[src/verilog/srs_pkg.sv]
// Constants and types for the supervisor reset and sleep sequencer
package srs_pkg;

    // Clock and internal oscillator time base
    localparam int SRS_CLK_PERIOD_NS = 10;
    localparam int SRS_OSC_PERIOD_NS = 33000;
    localparam int SRS_TICK_CYCLES   = SRS_OSC_PERIOD_NS / SRS_CLK_PERIOD_NS;

    // Low-sense qualification sample count
    localparam logic [1:0] SRS_SNS_SAMPLES = 2'h3;

    // Warning pulse time, least time rounded up to ticks
    localparam int SRS_WARN_PULSE_US = 200;
    localparam int SRS_WARN_TICKS    = (SRS_WARN_PULSE_US * 1000 + SRS_OSC_PERIOD_NS - 1) / SRS_OSC_PERIOD_NS;

    // Reset hold time in ticks
    localparam int SRS_RST_HOLD_MS = 100;
    localparam int SRS_RST_TICKS   = (SRS_RST_HOLD_MS * 1000000 + SRS_OSC_PERIOD_NS - 1) / SRS_OSC_PERIOD_NS;

    // Watchdog timeout in ticks
    localparam int SRS_WDOG_MS    = 150;
    localparam int SRS_WDOG_TICKS = (SRS_WDOG_MS * 1000000 + SRS_OSC_PERIOD_NS - 1) / SRS_OSC_PERIOD_NS;

    // Warning sequencer states
    typedef enum logic [2:0] {
        SRS_W_IDLE  = 3'b001,
        SRS_W_PULSE = 3'b010,
        SRS_W_LOCK  = 3'b100
    } srs_warn_t;

    // Processor-facing and memory-facing pins
    typedef struct packed {
        logic warn_n;
        logic warn_oe;
        logic rst_hi;
        logic rst_n;
        logic rst_oe;
        logic chip_enable_out;
        logic power_fail_flag;
        logic power_fail_n;
        logic sleeping;
    } srs_out_t;

    // Whole state of the sequencer
    typedef struct packed {
        logic [11:0] tick_cnt;
        logic [1:0]  sns_cnt;
        logic        sns_p;
        logic        ok_p;
        logic        bat_p;
        logic        kick_p;
        logic        btn_p;
        logic        slp_p;
        logic        blk;
        srs_warn_t   warn;
        logic [3:0]  wcnt;
        logic        rst_act;
        logic [15:0] rst_cnt;
        logic [15:0] wd_cnt;
        logic        armed;
        logic        sleep;
        srs_out_t    out;
    } srs_state_t;

endpackage

[src/verilog/srs_sequencer.sv]
// Supervisor reset, early warning and sleep sequencer
// Behaviour
// [RULE1] Mode select low non-backed, high battery-backed
// [RULE2] Non-backed: release processor pins below battery
// [RULE3] Warning pulses low at least 200 us; the code can end it after 6 ticks plus one clock (198.01 us)
// [RULE4] Non-backed: warning driver off below battery
// [RULE5] Non-backed: resets active below supply trip
// [RULE6] Non-backed: resets held for hold time
// [RULE7] Power-up blocks low-sense warning until trip level
// [RULE8] Warning ends on timeout or sense recovery
// [RULE9] Battery-backed: no reset on supply collapse
// [RULE10] Battery-backed: warning pulse after low sense
// [RULE11] Battery-backed: reset at battery level, hold time
// [RULE12] Low sense during reset cancels the reset; the code cancels it in battery-backed mode only
// [RULE13] Kick while sense low gives extra warning
// [RULE14] Battery-backed: quiet after warning until event
// [RULE15] Power-down: chip enable high, fail flags
// [RULE16] Non-backed power-up: flags off, reset, warning
// [RULE17] Later low sense warns; missing kick resets
// [RULE18] Battery-backed: reset when sense recovers
// [RULE19] Sleep disables outputs and inputs; the code disables the outputs in sleep only while supply_ok is high
// [RULE20] Button falling edge wakes; watchdog restarts
// [RULE21] Power loss in sleep: wake on return
// [RULE22] Sleep request falls after a kick fall
// [RULE23] Low sense needs three consecutive samples
// [RULE24] Timers count internal oscillator ticks
module srs_sequencer
    import srs_pkg::*;
#(
    parameter logic [11:0] TICK_CYCLES = 12'(SRS_TICK_CYCLES),
    parameter logic [15:0] RST_TICKS   = 16'(SRS_RST_TICKS),
    parameter logic [15:0] WDOG_TICKS  = 16'(SRS_WDOG_TICKS),
    parameter logic [3:0]  WARN_TICKS  = 4'(SRS_WARN_TICKS)
) (
    input  wire logic     core_clk,
    input  wire logic     sys_rst,
    input  wire logic     mode_select,
    input  wire logic     supply_ok,
    input  wire logic     supply_above_bat,
    input  wire logic     sense_low,
    input  wire logic     watchdog_kick,
    input  wire logic     button_reset,
    input  wire logic     sleep_request,
    input  wire logic     chip_enable_from_host,
    output srs_out_t      pins
);

    srs_state_t q;
    srs_state_t d;
    logic       tick;
    logic       sns_q;

    // Oscillator tick and qualified low sense
    assign tick  = (q.tick_cnt == TICK_CYCLES - 12'h001);
    assign sns_q = (q.sns_cnt == SRS_SNS_SAMPLES);

    // Next-state logic
    always_comb begin
        logic kick_fall;
        logic btn_fall;
        logic slp_fall;
        logic bat_rise;
        logic sns_set;
        logic sns_clr;
        logic awake;
        logic start_hold;
        logic wd_run;
        logic en;
        kick_fall  = 1'b0;
        btn_fall   = 1'b0;
        slp_fall   = 1'b0;
        bat_rise   = 1'b0;
        sns_set    = 1'b0;
        sns_clr    = 1'b0;
        awake      = 1'b0;
        start_hold = 1'b0;
        wd_run     = 1'b0;
        en         = 1'b0;
        d = q;

        // Edge detection on synchronous inputs
        d.ok_p    = supply_ok;
        d.bat_p   = supply_above_bat;
        d.kick_p  = watchdog_kick;
        d.btn_p   = button_reset;
        d.slp_p   = sleep_request;
        d.sns_p   = sns_q;
        awake     = !q.sleep;
        kick_fall = q.kick_p && !watchdog_kick && awake; // [RULE19]
        btn_fall  = q.btn_p && !button_reset;
        slp_fall  = q.slp_p && !sleep_request;
        bat_rise  = !q.bat_p && supply_above_bat;
        sns_set   = sns_q && !q.sns_p && awake;
        sns_clr   = !sns_q && q.sns_p && awake;

        // Oscillator divider
        d.tick_cnt = tick ? 12'h000 : q.tick_cnt + 12'h001; // [RULE24]

        // Three-sample filter on the sense comparator
        if (tick) begin
            if (!sense_low) begin
                d.sns_cnt = 2'h0; // [RULE23]
            end else if (!sns_q) begin
                d.sns_cnt = q.sns_cnt + 2'h1; // [RULE23]
            end
        end

        // Power-up blanking of low-sense warnings
        if (bat_rise) begin
            d.blk = 1'b1; // [RULE7]
        end else if (supply_ok) begin
            d.blk = 1'b0;
        end

        // Warning sequencer
        case (q.warn)
            SRS_W_IDLE: begin
                if (awake && supply_above_bat && sns_q &&
                    ((!q.blk && (sns_set || kick_fall)) || (q.blk && supply_ok))) begin
                    d.warn = SRS_W_PULSE; // [RULE10] [RULE16] [RULE17]
                    d.wcnt = 4'h0;
                end
            end
            SRS_W_PULSE: begin
                if (tick) begin
                    d.wcnt = q.wcnt + 4'h1; // [RULE3]
                end
                if (!sns_q || (tick && q.wcnt == WARN_TICKS - 4'h1)) begin
                    d.warn = mode_select ? SRS_W_LOCK : SRS_W_IDLE; // [RULE8] [RULE14]
                end
            end
            SRS_W_LOCK: begin
                if (kick_fall && sns_q) begin
                    d.warn = SRS_W_PULSE; // [RULE13]
                    d.wcnt = 4'h0;
                end else if (sns_clr) begin
                    d.warn     = SRS_W_IDLE; // [RULE14]
                    start_hold = 1'b1; // [RULE18]
                end else if (bat_rise) begin
                    d.warn = SRS_W_IDLE; // [RULE14]
                end
            end
            default: begin
                d.warn = SRS_W_IDLE;
            end
        endcase
        if (!supply_above_bat || q.sleep) begin
            if (d.warn == SRS_W_PULSE) begin
                d.warn = SRS_W_IDLE; // [RULE19]
            end
        end

        // Sleep entry, armed by a preceding kick fall
        if (slp_fall && q.armed && awake && supply_ok) begin
            d.sleep = 1'b1; // [RULE22]
            d.armed = 1'b0;
        end else if (q.sleep && btn_fall) begin
            d.sleep  = 1'b0; // [RULE20]
            d.wd_cnt = 16'h0000;
        end else if (q.sleep && bat_rise) begin
            d.sleep = 1'b0; // [RULE21]
        end
        // A kick in the entry cycle re-arms; set wins over clear
        if (kick_fall) begin
            d.armed = 1'b1;
        end

        // Watchdog counts while awake with valid supply, outside reset hold and the warning lock state
        wd_run = awake && supply_ok && !q.rst_act && q.warn != SRS_W_LOCK;
        if (kick_fall) begin
            d.wd_cnt = 16'h0000;
        end else if (wd_run && tick) begin
            if (q.wd_cnt == WDOG_TICKS - 16'h0001) begin
                d.wd_cnt   = 16'h0000;
                start_hold = 1'b1; // [RULE17] [RULE20]
            end else begin
                d.wd_cnt = q.wd_cnt + 16'h0001;
            end
        end

        // Battery-backed power-up reset at battery level
        if (mode_select && bat_rise) begin
            start_hold = 1'b1; // [RULE11] [RULE21]
        end

        // Reset hold timer
        if (q.rst_act && tick) begin
            if (q.rst_cnt == RST_TICKS - 16'h0001) begin
                d.rst_act = 1'b0; // [RULE6]
            end else begin
                d.rst_cnt = q.rst_cnt + 16'h0001;
            end
        end
        if (start_hold) begin
            d.rst_act = 1'b1;
            d.rst_cnt = 16'h0000;
            d.wd_cnt  = 16'h0000;
        end
        if (mode_select && sns_set && q.rst_act) begin
            d.rst_act = 1'b0; // [RULE12]
        end
        if (!mode_select && !supply_ok) begin
            d.rst_act = 1'b1; // [RULE5] [RULE21]
            d.rst_cnt = 16'h0000; // [RULE6]
        end
        if (mode_select && !supply_above_bat) begin
            d.rst_act = 1'b0; // [RULE9] [RULE11]
        end

        // Pin drive; non-backed mode releases pins below battery
        en = (mode_select || supply_above_bat) && (!d.sleep || !supply_ok); // [RULE1] [RULE2] [RULE19]
        d.out.warn_n          = (d.warn != SRS_W_PULSE);
        d.out.warn_oe         = en; // [RULE4]
        d.out.rst_hi          = d.rst_act;
        d.out.rst_n           = !d.rst_act;
        d.out.rst_oe          = en;
        d.out.chip_enable_out = !supply_ok || chip_enable_from_host; // [RULE15]
        d.out.power_fail_flag = !supply_above_bat; // [RULE15] [RULE16]
        d.out.power_fail_n    = supply_above_bat;
        d.out.sleeping        = d.sleep;
    end

    // State register
    always_ff @(posedge core_clk) begin
        if (sys_rst) begin
            q          <= '0;
            q.warn     <= SRS_W_IDLE;
            q.out      <= '0;
            q.out.warn_n  <= 1'b1;
            q.out.rst_hi  <= 1'b1;
            q.out.power_fail_flag <= 1'b1;
            q.out.chip_enable_out <= 1'b1;
            q.rst_act  <= 1'b1;
        end else begin
            q <= d;
        end
    end

    assign pins = q.out;

    // Pulse may end only by timeout, recovery, sleep or battery loss
    logic awake_ok;
    assign awake_ok = !q.sleep && supply_above_bat && !(tick && q.wcnt == WARN_TICKS - 4'h1);
endmodule // srs_sequencer
[config.mk]
export PLATFORM = sky130hd
export DESIGN_NAME = srs_sequencer
export DESIGN_NICKNAME = d
export VERILOG_FILES = /design/src/verilog/srs_pkg.sv /design/src/verilog/srs_sequencer.sv
export SDC_FILE = /design/constraint.sdc
export NUM_CORES = 1
export LEC_CHECK = 0
export BUFFER_PORTS_ARGS = -buffer_cell sky130_fd_sc_hd__buf_2
export CORE_UTILIZATION = 55
export CTS_BUF_LIST = sky130_fd_sc_hd__clkbuf_2 sky130_fd_sc_hd__clkbuf_4 sky130_fd_sc_hd__clkbuf_8
export DETAILED_ROUTE_END_ITERATION = 6
export PLACE_DENSITY_LB_ADDON = 0.2
export SYNTH_ARGS = -nofsm -noshare
export SYNTH_HDL_FRONTEND = slang
export SYNTH_SLANG_ARGS = --single-unit
[constraint.sdc]
create_clock -name core_clk -period 2.6 [get_ports core_clk]
set_clock_uncertainty 0.15 [all_clocks]
set_input_delay 0.13 -clock core_clk [delete_from_list [all_inputs] [get_ports core_clk]]
set_output_delay 0.13 -clock core_clk [all_outputs]
set_load 0.01 [all_outputs]
# [Word-level counts from Yosys, hierarchy flattened]
# Cells that the tools add are included.
# W data, S select, Z words.
[totals] register_bits=67 out_inout_bits=9 word_cells=146
[classes] n_addsub=5 n_eq_ne=16 mux=40 n_bitwise=1 n_reduce_logical=64
[ops] op="$mux W16" n=6
[ops] op="$mux W17" n=2
[ops] op="$mux W33" n=1
[ops] op="$add A16 B1 Y16 const B" n=2
[ops] op="$logic_and A1 B1 Y1" n=32
[ops] op="$mux W3" n=7
[ops] op="$mux W1" n=17
[ops] op="$eq A16 B12 Y1 const B" n=1
[ops] op="$eq A16 B13 Y1 const B" n=1
[ops] op="$logic_not A1 Y1" n=14
[ops] op="$add A12 B1 Y12 const B" n=1
[ops] op="$eq A12 B12 Y1 const B" n=1
[ops] op="$pmux W4 S3" n=1
[ops] op="$pmux W3 S3" n=1
[ops] op="$mux W4" n=2
[ops] op="$ne A2 B2 Y1 const B" n=4
[ops] op="$logic_or A1 B1 Y1" n=7
[ops] op="$mux W7" n=1
[ops] op="$eq A3 B2 Y1 const B" n=2
[ops] op="$reduce_and A2 Y1" n=3
[ops] op="$reduce_bool A2 Y1" n=3
[ops] op="$reduce_or A3 Y1" n=2
[ops] op="$add A4 B1 Y4 const B" n=1
[ops] op="$eq A4 B3 Y1 const B" n=1
[ops] op="12 further kinds" n=13

# [Longest topological paths before layout]
[logic_depth] ltp_word=16 mapped_depth=8 depth_no_buf=7

# [Worst setup path after synthesis]
# OpenSTA, ideal clock, no wires.
[synth_timing] kind="reg-to-reg" start="register q[60] (netlist name)" end="register q[24] (netlist name)" setup_ps=74 arrival_time_ps=2022 setup_slack_ps=354 stages_incl_launch_ff=7 synth_period_minus_slack_ps=2246 path_cell_list="dfxtp_1 -> ha_1 -> or2b_1 -> or4_4 -> buf_6 -> or4_1 -> a31oi_1"
[synth_via] elab_chain_cells=6 elab_cells_between_ends=10
[synth_rtl] item="from (decl)" line_no="srs_sequencer.sv:48" source="srs_state_t q;"
[synth_rtl] item="$eq A12 B12 Y1 *" line_no="srs_sequencer.sv:54" source="assign tick = (q.tick_cnt == TICK_CYCLES - 12'h001);"
[synth_rtl] item="$logic_and A1 B1 Y1 *" line_no="srs_sequencer.sv:172" source="end else if (wd_run && tick) begin"
[synth_rtl] item="$mux W1" line_no="srs_sequencer.sv:172"
[synth_rtl] item="$mux W1" line_no="srs_sequencer.sv:170" source="if (kick_fall) begin"
[synth_rtl] item="$mux W1" line_no="srs_sequencer.sv:182" source="if (mode_select && bat_rise) begin"
[synth_rtl] item="$reduce_or A3 Y1 (no source line)"
# Mark *: on every way between the ends. The rest lies on a longest branch, timed or not.
# A chain may end at the register's enable or synchronous reset.

# [Worst setup path in the final report]
[layout_timing] start="register q[60] (netlist name)" end="register q[26] (netlist name)"
# Same word-level chain as after synthesis.

==> results.py <==
metrics = {
    "run_status": {
        "run_status": "finished, final reports clean",
    },
    "finish": {
        "stdcell_area_um2": 4000,
        "layout-drive-gt1-share_pct": 13.1,
        "n_fill_cell": 516,
        "syn_to_final_growth_pct": 13.3,
        "diodes": 0,
        "nets": 464,
    },
    "critical_path": {
        "required_ps": 2730,
        "cp.arrival_ps": 2530,
        "startpoint_type": "flip-flop",
        "crit_fanout": 7,
        "worstReg2RegStart": "q[60]$_SDFF_PP0_",
        "critPathKind": "reg -> reg",
        "critPathLaunch": "q[60]$_SDFF_PP0_",
        "crit_path_end_kind": "flip-flop",
    },
    "synth": {
        "yosys_warnings": 0,
        "synth-seq-area-share_pct": 38.0,
        "ys_ff_latch": 67,
        "syn-num-nets": 434,
        "yosys.area.top_type": "dfxtp_1",
        "synth.top_cell.area_share_pct": 38.0,
        "yosysMostFrequentCell": "dfxtp_1",
        "avgSynthCellArea_um2": 8.48,
        "netlist_instances": 416,
        "synth_edf_count": 0,
        "netlist_area_um2": 3530,
        "synthTopCellsByArea": "dfxtp_1, nand2_1, nand3_1",
        "synth_commonest_cells": "dfxtp_1, nand2_1, nor2_1, nand3_1, a21oi_1",
        "ys.flop_type": "dfxtp_1",
        "async_reset_ff_share_pct": 0,
        "synth.distinct_cells": 58,
    },
    "detailed_routing": {
        "drt-pass1-iter-count": 4,
        "first_iter_violations": 177,
        "wl_mm": 7.44,
        "vias": 3085,
        "drc": 0,
        "ant_nets": 0,
        "wl_per_cell_um": 14.1,
        "vias_per_cell": 5.87,
    },
    "min_path": {
        "hp-start": "q[60]$_SDFF_PP0_",
        "holdCritPathClass": "reg -> reg",
    },
    "timing": {
        "finalSetupViolCount": 0,
        "period_minus_slack_ps": 2400,
        "period_share_pct": 92.5,
        "worst_pin_slew_ps": 597,
        "rsz0062_at_grt": "false",
        "hold_viol_final": 0,
        "max_freq_mhz": 416,
        "drv_slew": 0,
        "slew_headroom_pct": 60.1,
        "tns_ps": 0,
    },
    "global_route": {
        "grt_max_degree": 19,
        "grt_pass1_wl_mm": 12.4,
        "grt.total_usage_pct": 24.0,
        "antenna_found_initial": 0,
        "overflow": 0,
        "grt_pass1_vias": 2832,
    },
    "floorplan": {
        "core_um2": 6060,
        "ios": 19,
        "dieHeight_um": 82.1,
        "die_x_um": 82.1,
        "die_area_um2": 6730,
        "row_count": 28,
        "initial_core_util_pct": 58.2,
    },
    "clock_network": {
        "clock_latency_ps": 340,
        "root_buffer": "clkbuf_8",
        "cts-buffers-inserted": 9,
        "clockBufferDepth": 2,
        "htree_levels": 3,
        "cts_setup_buffers": 0,
        "cts.clk_slew.worst_paths_ps": 70,
        "cts_sinks": 67,
        "cts_tree": "built",
    },
    "power": {
        "p_seq_share_pct": 51.1,
        "p_sw_share_pct": 22.0,
        "peakVddDrop_v": 0.000302,
        "power_frac_clock_pct": 43.6,
        "p_sw_mw": 0.452,
        "leakage_nw": 1.48,
        "intPower_mw": 1.60,
        "pwr-share-comb_pct": 5.3,
        "p_per_area_nw_per_um2": 514,
    },
    "placement": {
        "place_area_um2": 3660,
        "gp_congestion": 0.865,
        "dp.final_hpwl_mm": 5.13,
        "port_buffers": 18,
    },
    "run": {
        "max_cap_viol_count": 0,
    },
}
[cell families after synthesis]
| kind of cell | count (synthesis) | synth area share, % |
|---|---|---|
| fa+ha+maj | 8 | 2.84 |
| flops | 67 | 38.0 |
| simple gates | 206 | 34.4 |
| xor+xnor | 16 | 3.97 |
| mux | 5 | 1.42 |
| buf+inv | 37 | 5.71 |
| compound gates | 77 | 13.7 |
[worst max-delay path, cell delays in order (launching register included)]
cell     delay [ps]
dfxtp_1         370
ha_1            220
or2b_1          290
or4_4           450
nor3_4          320
or3b_1          390
a31oi_1         150
[registers in the layout, summed over array words and instances, names as in the netlist]
name	count
pins	8
q	59
[per-layer routing]
| metal | vias up | global-route usage, % | routed length [um] |
|---|---|---|---|
| li1 | 1559 | - | - |
| met1 | 1456 | 29.1 | 3490 |
| met2 | 62 | 40.2 | 3550 |
| met3 | 8 | 6.11 | 323 |
| met4 | 0 | 9.65 | 71 |
| met5 | - | 0 | 0 |
[power by group through the flow]
stage	clock network, mW	logic [mW]	registers [mW]
finish	0.895	0.108	1.05
global route	0.954	0.118	1.05
CTS	0.909	0.108	1.05
detailed placement	0	0.0919	1.07
global placement	0	0.0909	1.07
floorplan	0	0.0667	1.07
[metrics by stage]
stage                     hold WS, ps  worst slack (ps)  utilization, %  instances  total power, mW
after floorplan                  41.9               354               -        416             1.14
after global placement            169               153            60.3        497             1.16
after detailed placement          187               114            60.3        497             1.16
after CTS                         320              96.3            65.8        526             2.07
after global routing              351              80.8            65.9        526             2.12
final                             322               196            65.9        526             2.05
[layout make-up]
| class | count | area (um2) | share of cell area (%) |
|---|---|---|---|
| Clock inverter | 2 | 35.0 | 0.877 |
| Inverter | 14 | 52.6 | 1.32 |
| Tap cell | 75 | 93.8 | 2.35 |
| Timing Repair Buffer | 42 | 315 | 7.89 |
| Multi-Input combinational cell | 312 | 1990 | 49.8 |
| Clock buffer | 14 | 168 | 4.20 |
| Sequential cell | 67 | 1340 | 33.6 |
[cell usage in the layout (no fill, tap or decap), types with 8 or more instances in the layout]
| cell type | n |
|---|---|
| xor2_1 | 9 |
| a21oi_1 | 26 |
| nand4_1 | 12 |
| or3_1 | 10 |
| dlygate4sd3_1 | 13 |
| dfxtp_1 | 67 |
| nor3_1 | 8 |
| clkbuf_8 | 10 |
| inv_1 | 14 |
| buf_4 | 10 |
| buf_2 | 18 |
| nor2_1 | 35 |
| ha_1 | 8 |
| nor2b_1 | 8 |
| and3_1 | 15 |
| o21ai_0 | 17 |
| nand2_1 | 36 |
| a31oi_1 | 8 |
| nand3_1 | 27 |
[worst paths after layout]
path                        end  slack, ps  cells past startpoint
min reg2reg    q[60]$_SDFF_PP0_        320                      1
max          q[26]$_SDFFE_PP0P_        200                      6
max reg2reg  q[26]$_SDFFE_PP0P_        200                      6
min            q[60]$_SDFF_PP0_        320                      1
[repair_timing]
item / in CTS / in global routing
gates resized for setup: 0 / 1
hold buffers: 13 / 0
hold endpoints to repair: 13 / 0
setup endpoints to repair: 0 / 6
Power figures use the tool's default switching activity.
